--- config.mk ---
export PLATFORM = sky130hd
export DESIGN_NAME = upsc_top
export DESIGN_NICKNAME = d
export VERILOG_FILES = /design/src/upsc_pkg.sv /design/src/upsc_irq_latch.sv /design/src/upsc_top.sv
export SDC_FILE = /design/constraint.sdc
export NUM_CORES = 1
export LEC_CHECK = 0
export ABC_AREA = 0
export BUFFER_PORTS_ARGS = -buffer_cell sky130_fd_sc_hd__buf_2
export CORE_ASPECT_RATIO = 0.6
export CORE_MARGIN = 5
export CORE_UTILIZATION = 36
export CTS_BUF_LIST = sky130_fd_sc_hd__clkbuf_4 sky130_fd_sc_hd__clkbuf_8
export DETAILED_ROUTE_END_ITERATION = 6
export HOLD_SLACK_MARGIN = 0.03
export PLACE_DENSITY = 0.81
export SLEW_MARGIN = 20
export SYNTH_ARGS = -nofsm -noshare
export SYNTH_HDL_FRONTEND = slang
export SYNTH_SLANG_ARGS = --single-unit
export TNS_END_PERCENT = 50
--- constraint.sdc ---
create_clock -name clk_sys -period 1.3 [get_ports clk_sys]
set_input_delay 0.195 -clock clk_sys [delete_from_list [all_inputs] [get_ports clk_sys]]
set_output_delay 0.195 -clock clk_sys [all_outputs]
set_load 0.01 [all_outputs]
--- src/upsc_pkg.sv ---
// shared constants and carrier types for the uart pin signal control block
package upsc_pkg;

    // modem control register bit positions
    localparam int MCR_RTS_BIT       = 1;
    localparam int MCR_DTR_BIT       = 0;
    // enhanced feature register bit positions
    localparam int EFR_AUTO_RTS_BIT  = 6;
    localparam int EFR_AUTO_CTS_BIT  = 7;
    // modem status register bit position of clear-to-send
    localparam int MSR_CTS_BIT       = 4;
    // interrupt enable bit positions, one per event class
    localparam int IER_RX_DATA_BIT   = 0;
    localparam int IER_TX_SPACE_BIT  = 1;
    localparam int IER_RX_ERR_BIT    = 2;
    localparam int IER_MODEM_BIT     = 3;
    localparam int IER_PIN_BIT       = 4;
    localparam int NUM_IRQ_SRC       = 5;
    // reset values
    localparam logic RTS_N_RESET     = 1'b1;
    localparam logic [7:0] GPIO_RESET = 8'h00;
    localparam logic [3:0] MODEM_PIN_RESET = 4'hF;
    localparam logic [2:0] CTS_SYNC_RESET  = 3'h7;

    // event pulses that feed the interrupt logic
    typedef struct packed {
        logic pin_change;
        logic modem_flag;
        logic rx_error;
        logic tx_space;
        logic rx_data;
    } upsc_events_t;

    // software view of the general pins
    typedef struct packed {
        logic [7:0] dir_out;     // 1 = pin driven by device
        logic [7:0] out_val;     // level to drive
        logic       modem_mode;  // pins 4..7 act as modem lines
    } upsc_gpio_cfg_t;

    // open-drain or two-way pin as three signals
    typedef struct packed {
        logic in;
        logic out;
        logic oe;
    } upsc_pin_t;

endpackage

--- src/upsc_irq_latch.sv ---
// sticky interrupt pending bits with enable gating
`timescale 1ns/1ns
`default_nettype none
module upsc_irq_latch (
    input  wire logic                     clk_sys,
    input  wire logic                     rst,
    input  wire upsc_pkg::upsc_events_t   events,
    input  wire logic [4:0]               enable,
    input  wire logic [4:0]               clear,
    output logic      [4:0]               pending,
    output logic                          any_enabled
);
    import upsc_pkg::*;

    logic [4:0] pend_reg;
    logic [4:0] pend_next;
    logic [4:0] ev_vec;

    // set beats clear so an event in the clear cycle survives
    assign ev_vec    = events;
    assign pend_next = (pend_reg & ~clear) | ev_vec;

    // pending bits hold until software clears them
    always_ff @(posedge clk_sys or posedge rst) begin
        if (rst) begin
            pend_reg <= 5'h00;
        end else begin
            pend_reg <= pend_next;
        end
    end

    assign pending     = pend_reg;
    // only enabled sources may reach the pin
    assign any_enabled = |(pend_reg & enable);
endmodule
`default_nettype wire

--- src/upsc_top.sv ---
// pin level control: interrupt, request to send, data pin, general pins
//
// Contract
// - The interrupt pin is active-low open-drain and only enabled sources pull it low.
// - Pin changes, receive errors, receive data, transmit space and modem flags raise interrupts.
// - Writing one to modem control bit 1 drives request-to-send low while enhanced feature bit 6 is clear.
// - After reset request-to-send sits high until software or auto flow control moves it.
// - Request-to-send affects data flow only with enhanced feature bit 6 set.
// - Request-to-send low means data is ready for transfer, high means not.
// - The data pin is open-drain two-way in I2C mode and unused, grounded, in SPI mode.
// - General pins 0 to 3 are programmable and pins 4 to 7 may act as modem lines.
// - Clear-to-send shows in modem status bit 4 and gates transmit only with bit 7 set.
`timescale 1ns/1ns
`default_nettype none
module upsc_top (
    input  wire logic                     clk_sys,
    input  wire logic                     rst,
    // host interface select, high = i2c
    input  wire logic                     if_sel_i2c,
    // register contents as written by the host
    input  wire logic [7:0]               modem_control_register,
    input  wire logic [7:0]               enhanced_feature_register,
    input  wire logic [7:0]               interrupt_enable_register,
    input  wire upsc_pkg::upsc_gpio_cfg_t gpio_cfg,
    input  wire logic [4:0]               irq_clear,
    // events from the uart core
    input  wire logic                     rx_data_avail,
    input  wire logic                     tx_space_avail,
    input  wire logic                     rx_error,
    input  wire logic                     rx_fifo_halt,
    input  wire logic                     rx_fifo_resume,
    // clear-to-send pin, active low
    input  wire logic                     cts_n,
    // bus data pin from the serial host engine
    input  wire logic                     sda_drive_low,
    output logic                          sda_rx,
    input  wire logic                     sda_in,
    output logic                          sda_out,
    output logic                          sda_oe,
    // interrupt pin, open drain
    output logic                          irq_n_out,
    output logic                          irq_n_oe,
    output logic      [4:0]               irq_pending,
    // request to send, active low
    output logic                          rts_n,
    // modem status and transmit gate
    output logic      [7:0]               modem_status_register,
    output logic                          tx_allowed,
    // general pins
    input  wire logic [7:0]               gpio_in,
    output logic      [7:0]               gpio_out,
    output logic      [7:0]               gpio_oe,
    output logic      [7:0]               gpio_read
);
    import upsc_pkg::*;

    logic         rts_auto_reg;
    logic         rts_auto_next;
    logic         rts_n_reg;
    logic         rts_n_next;
    logic [2:0]   cts_hist_reg;
    logic [3:0]   modem_in_reg;
    logic [7:0]   gpio_prev_reg;
    logic [7:0]   gpio_read_reg;
    logic         sda_rx_reg;
    logic         primed_reg;
    logic         auto_rts_en;
    logic         auto_cts_en;
    logic         sw_rts_active;
    logic         cts_active;
    logic         cts_changed;
    logic [3:0]   modem_in;
    logic         modem_changed;
    logic         pins_changed;
    logic [7:0]   modem_map;
    logic         modem_dtr_out;
    logic         irq_any;
    upsc_events_t events;

    // mode bits taken from the feature register
    assign auto_rts_en   = enhanced_feature_register[EFR_AUTO_RTS_BIT];
    assign auto_cts_en   = enhanced_feature_register[EFR_AUTO_CTS_BIT];
    assign sw_rts_active = modem_control_register[MCR_RTS_BIT];

    // auto mode: deassert at halt level, reassert at resume level
    assign rts_auto_next = rx_fifo_halt   ? 1'b0 :
                           rx_fifo_resume ? 1'b1 : rts_auto_reg;
    // low = data ready, only auto mode ties it to the fifo
    assign rts_n_next = auto_rts_en ? ~rts_auto_reg
                                    : ~sw_rts_active;

    // rts starts inactive; auto state starts ready to receive
    always_ff @(posedge clk_sys or posedge rst) begin
        if (rst) begin
            rts_n_reg    <= RTS_N_RESET;
            rts_auto_reg <= 1'b1;
        end else begin
            rts_n_reg    <= rts_n_next;
            rts_auto_reg <= rts_auto_next;
        end
    end
    assign rts_n = rts_n_reg;

    // cts history: newest sample in bit 0, used for edge detect
    always_ff @(posedge clk_sys or posedge rst) begin
        if (rst) begin
            cts_hist_reg <= CTS_SYNC_RESET;
        end else begin
            cts_hist_reg <= {cts_hist_reg[1:0], cts_n};
        end
    end
    assign cts_active  = ~cts_hist_reg[0];
    assign cts_changed = cts_hist_reg[0] ^ cts_hist_reg[1];
    // without auto cts the transmitter ignores the pin
    assign tx_allowed  = ~auto_cts_en | cts_active;

    // modem lines on pins 4..7 when in modem mode, active low
    assign modem_in = gpio_cfg.modem_mode ? ~gpio_in[7:4] : 4'h0;

    // modem input state and general pin sampling
    always_ff @(posedge clk_sys or posedge rst) begin
        if (rst) begin
            modem_in_reg  <= 4'h0;
            gpio_prev_reg <= GPIO_RESET;
            gpio_read_reg <= GPIO_RESET;
            sda_rx_reg    <= 1'b1;
            primed_reg    <= 1'b0;
        end else begin
            primed_reg    <= 1'b1;
            modem_in_reg  <= modem_in;
            gpio_prev_reg <= gpio_in;
            gpio_read_reg <= gpio_in;
            sda_rx_reg    <= if_sel_i2c ? sda_in : 1'b1;
        end
    end

    // status: dsr bit 5, cts bit 4, ri bit 6, cd bit 7, cts change in bit 0, bits 1..3 zero
    assign modem_status_register = {modem_in_reg[2],            // cd
                                    modem_in_reg[3],            // ri
                                    modem_in_reg[0],            // dsr
                                    cts_active,
                                    1'b0,
                                    1'b0,
                                    1'b0,
                                    cts_changed};
    // auto cts keeps cts edges out of the modem interrupt, as the device self-gates
    assign modem_changed = (cts_changed & ~auto_cts_en) |
                           (|(modem_in ^ modem_in_reg));
    // only pins clear in gpio_cfg.dir_out count as input changes;
    // the first cycle after reset is skipped, since the history was
    // cleared and would report a change on every high pin
    assign pins_changed  = primed_reg &
                           (|((gpio_in ^ gpio_prev_reg) & ~gpio_cfg.dir_out));

    // event vector into the sticky latch
    assign events.rx_data    = rx_data_avail;
    assign events.tx_space   = tx_space_avail;
    assign events.rx_error   = rx_error;
    assign events.modem_flag = modem_changed;
    assign events.pin_change = pins_changed;

    upsc_irq_latch u_irq (
        .clk_sys     (clk_sys),
        .rst         (rst),
        .events      (events),
        .enable      (interrupt_enable_register[4:0]),
        .clear       (irq_clear),
        .pending     (irq_pending),
        .any_enabled (irq_any)
    );

    // open drain: drive low only while an enabled source is pending
    assign irq_n_out = 1'b0;
    assign irq_n_oe  = irq_any;

    // i2c data pin: pull low only, never in spi mode
    assign sda_out = 1'b0;
    assign sda_oe  = if_sel_i2c & sda_drive_low;
    assign sda_rx  = sda_rx_reg;

    // dtr output on pin 5 in modem mode, active low, from mcr bit 0
    assign modem_dtr_out = ~modem_control_register[MCR_DTR_BIT];
    assign modem_map = {gpio_cfg.out_val[7],
                        gpio_cfg.out_val[6],
                        modem_dtr_out,
                        gpio_cfg.out_val[4],
                        gpio_cfg.out_val[3:0]};
    // in modem mode pins 4,6,7 are inputs and pin 5 an output
    assign gpio_out  = gpio_cfg.modem_mode ? modem_map
                                           : gpio_cfg.out_val;
    assign gpio_oe   = gpio_cfg.modem_mode ?
                       {2'h0, 1'b1, 1'b0, gpio_cfg.dir_out[3:0]}
                       : gpio_cfg.dir_out;
    assign gpio_read = gpio_read_reg;
endmodule
`default_nettype wire
### After elaboration in Yosys (flattened, before gate mapping)

Cells that the tools add are included.
W data, S select, Z words.

* register bits: 23
* input port bits: 65
* output and inout bits: 44
* word-level logic and storage cells: 39

* multiplexer cells: 7
* bitwise logic cells: 20
* reductions and logical operators: 4

Operators with widths (number)
* $and A5 B5 Y5: 2
* $and A8 B8 Y8: 1
* $mux W8: 1
* $not A8 Y8: 1
* $reduce_or A8 Y1: 1
* $xor A8 B8 Y8: 1
* $mux W6: 1
* $not A1 Y1: 5
* $not A5 Y5: 1
* $or A5 B5 Y5: 1
* $reduce_or A5 Y1: 1
* $mux W1: 4
* $mux W4: 1
* $not A4 Y4: 1
* $reduce_or A4 Y1: 1
* $xor A4 B4 Y4: 1
* $and A1 B1 Y1: 3
* $or A1 B1 Y1: 2
* $reduce_bool A2 Y1: 1
* $xor A1 B1 Y1: 1

### Depth between registers and ports, before layout

* word-level depth: 6
* depth in mapped cells: 4
* depth with buffers taken out: 4

### By module

Synthesis repeated with hierarchy kept, for this count alone.

* cell total of the unflattened synthesis: 107
* area total of the unflattened synthesis: 1166.1 sq um

By module, submodules not included
* upsc_top: times used 1, cells each 88, area an instance 959.7 sq um, seq. area each 456.7 sq um
* upsc_irq_latch: times used 1, cells each 19, area an instance 206.4 sq um, seq. area each 125.1 sq um

### Least setup slack after synthesis

OpenSTA, ideal clock, no wires.

* path kind: reg-to-reg
* start: register, netlist name gpio_read[0]
* end: register u_irq.pend_reg[4] (netlist: u_irq.pending[4])
* library setup time: 0.134 ns
* data arrival time: 1.046 ns
* data required time: 1.166 ns
* path slack: 0.120 ns
* stages on the path, launching flop included: 5
* buffers on the path: 0
* period minus slack after synthesis: 1.180 ns
* cell sequence: dfrtp_1 -> xnor2_1 -> o22ai_1 -> o41ai_1 -> o21ai_1

RTL lines
* to (signal assigned): RTL line upsc_irq_latch.sv:28 `pend_reg <= pend_next;`
* to (decl): RTL line upsc_irq_latch.sv:15 `logic [4:0] pend_reg;`

### Worst setup path in the final report

* start: register u_irq.pend_reg[0] (netlist: u_irq.pending[0])
* end: output irq_n_oe

* word-level cells in the longest chain between the ends: 2

Ends and longest elaborated chain
* $and A5 B5 Y5: RTL line upsc_irq_latch.sv:34 `assign any_enabled = |(pend_reg & enable);`
* $reduce_or A5 Y1: RTL line upsc_irq_latch.sv:34
* to (decl): RTL line upsc_top.sv:42 `output logic irq_n_oe,`

No other way between the ends.

==> impl_metrics.ini <==
[clock_network]
cts.htree.levels = 1
clock_latency_ps = 260
path_clk_slew_ps = 70
cts_buffers = 3
cts_tree = done
numClockSinks = 23
root_buffer = clkbuf_8
ctsLongestPathBuffers = 2

[critical_path]
start_kind = flop
cp_max_fo = 2
crit_start = u_irq.pending[0]$_DFF_PP0_
r2r-start = gpio_read[2]$_DFF_PP0_
critPathArrivalTime_ps = 1180
cp_num_buf_inv = 1
cp_slowest_stage_delay_ps = 380
reg2reg_depth = 5
cp_top_family = flip-flops
path_class = reg2out
crit_path_cell_trace = a222oi_1 > nand2_1 > buf_2
end_kind = output pin
slowest_stage = dfrtp_1
path_depth = 3
required_ps = 1110

[synthesis]
ys_warn_count = 0
synth_xor_area_frac = 0.08055
synth_ff_type = dfrtp_1
async_flop_share = 1.000
ys_seq_elements = 23
synth.yosys.seq_area_share = 0.5351
synth.distinct_cells = 25
synth_area_leader_cell = dfrtp_1
synth_top_family_by_area = buffers and inverters
synthAdderAreaFrac = 0
synth_top_area_share = 0.4143
yosys-top-cells-area = dfrtp_1, buf_4, dfstp_2
synthMuxAreaShare = 0.009206
synth_compound_area_frac = 0.1185
synthSimpleGateAreaFrac = 0.07710
synth_area_um2 = 1087
synth_edf_count = 0
avgSynthCellArea_um2 = 10.87
synth_cells = 100

[floorplanning]
dieArea_um2 = 4256
initial_core_util = 0.3762
fp.coreArea_um2 = 2890
die_h_um = 52.57
ios = 109
die-width_um = 80.95
row_count = 15

[route]
viasPerCell = 4.336
detail-route-antenna-nets = 0
drc = 0
wl_per_cell_um = 12.23
wl_um = 2618
drt_iter0_drc = 17
num_vias = 928
drtPass1Iterations = 5

[sta]
setup_viol = 3
fmaxAchievable_ghz = 0.7267
clock-skew-final_ps = 3.739
final_max_slew_viol_count = 0
fin_setup_tns_ps = -157.7
period_minus_slack_ps = 1376
final-hold-violation-count = 0
grt_setup_unrepaired = true
setup_slack_ps = -76.09
fin_crit_sh = 1.059

[global_route]
grt_max_degree = 24
grt-ovfl-total = 0
grt_pass1_vias = 960
grt_pass1_wl_um = 4133
antenna_found_initial = 0
grtUsageTotal = 0.1296

[placement]
post-dp-hpwl_um = 2199
io_buffer_count = 74
place_ws_ps = -163.1
gp_congestion = 0.7891

[hold_path]
worstHoldPathType = in2reg
min_from = rx_fifo_halt
hold_path_depth = 2

[finish]
layout-drive-gt1-share = 0.5523
final_common_cell = buf_2
seqCellArea_um2 = 581.8
diodes = 0
nets = 238
area_growth_pct = 39.36
fillers = 290
multiInputGateArea_um2 = 344.1
layout.cells.most_common_list = buf_2, dfrtp_1, xnor2_1, buf_4, inv_1
largest_reg_flops = 8
final_core_util = 0.5242

[pwr]
vdd_ir_drop_max_mv = 0.6372
p_per_area_nw_per_um2 = 1026
total_power_mw = 1.555
power.leakage_nw = 0.8040

[run_status]
violations = negative setup slack
status = finished with violations

[flow_run]
cap_violations = 0
[synthesized netlist by cell type, drive strengths merged, types with 2 or more instances]
master / n
inv: 8
nor2b: 2
dfrtp: 18
o22ai: 5
conb: 2
a21o: 3
nor2: 6
buf: 21
xnor2: 9
o21ai: 4
a222oi: 2
nand2b: 2
nand2: 3
dfstp: 5
[worst register-to-register path: stages (launching register included)]
cell,delay (ps)
dfrtp_1,390
xnor2_1,160
o22ai_1,110
o41ai_2,360
buf_4,170
o21ai_2,40
[through the flow]
stage	cell area (µm²)	hold slack, ps	instances
finish	1515	45.24	214
global route	1515	44.59	214
CTS	1505	30.34	213
detailed placement	1420	246.3	206
global placement	1420	248.3	206
floorplan	1102	193.2	104
[timing repair]
action                                  4_1_cts  5_1_grt
gates resized for setup                       2        0
hold buffers                                  1        1
endpoints found under the setup margin        3        3
hold endpoints to repair                     18        1
pin swaps                                     4        0
buffers inserted                              2        0
[final timing paths]
| kind | endpoint | slack, ps |
|---|---|---|
| max | irq_n_oe | -80 |
| min reg2reg | cts_hist_reg[1]$_DFF_PP1_ | 390 |
| min | rts_auto_reg$_DFFE_PP1P_ | 50 |
| max reg2reg | u_irq.pending[4]$_DFF_PP0_ | -30 |
| min in group asynchronous | u_irq.pending[4]$_DFF_PP0_ | 510 |
| max in group asynchronous | cts_hist_reg[0]$_DFF_PP1_ | 510 |
[power breakdown]
group	switching, mW	internal (mW)
clock	0.207	0.239
combinational	0.154	0.164
sequential	0.0265	0.764
total	0.388	1.17
[layer usage]
metal	part of all wire	global-route usage	vias to the layer above
li1	-	-	449
met1	0.40	0.1485	419
met2	0.44	0.2166	56
met3	0.16	0.06873	4
met4	0.0053	0.02528	0
met5	0	0	-
[cells by family (layout without fill, tap and decap cells)]
| logic type | after synthesis | in the layout |
|---|---|---|
| other cells | 2 | 6 |
| mux | 1 | 1 |
| compound gates | 18 | 18 |
| flops | 23 | 23 |
| buf+inv | 29 | 97 |
| simple gates | 17 | 17 |
| xor+xnor | 10 | 10 |
[cell type report]
class                      instances  share of cell area
inverter                           8             0.01982
timing repair buffer              85              0.3022
tap                               42             0.03468
multi-input combinational         52              0.2271
sequential                        23              0.3840
clock buffer                       4             0.03220
No activity file was read; power rests on OpenSTA's default activity.
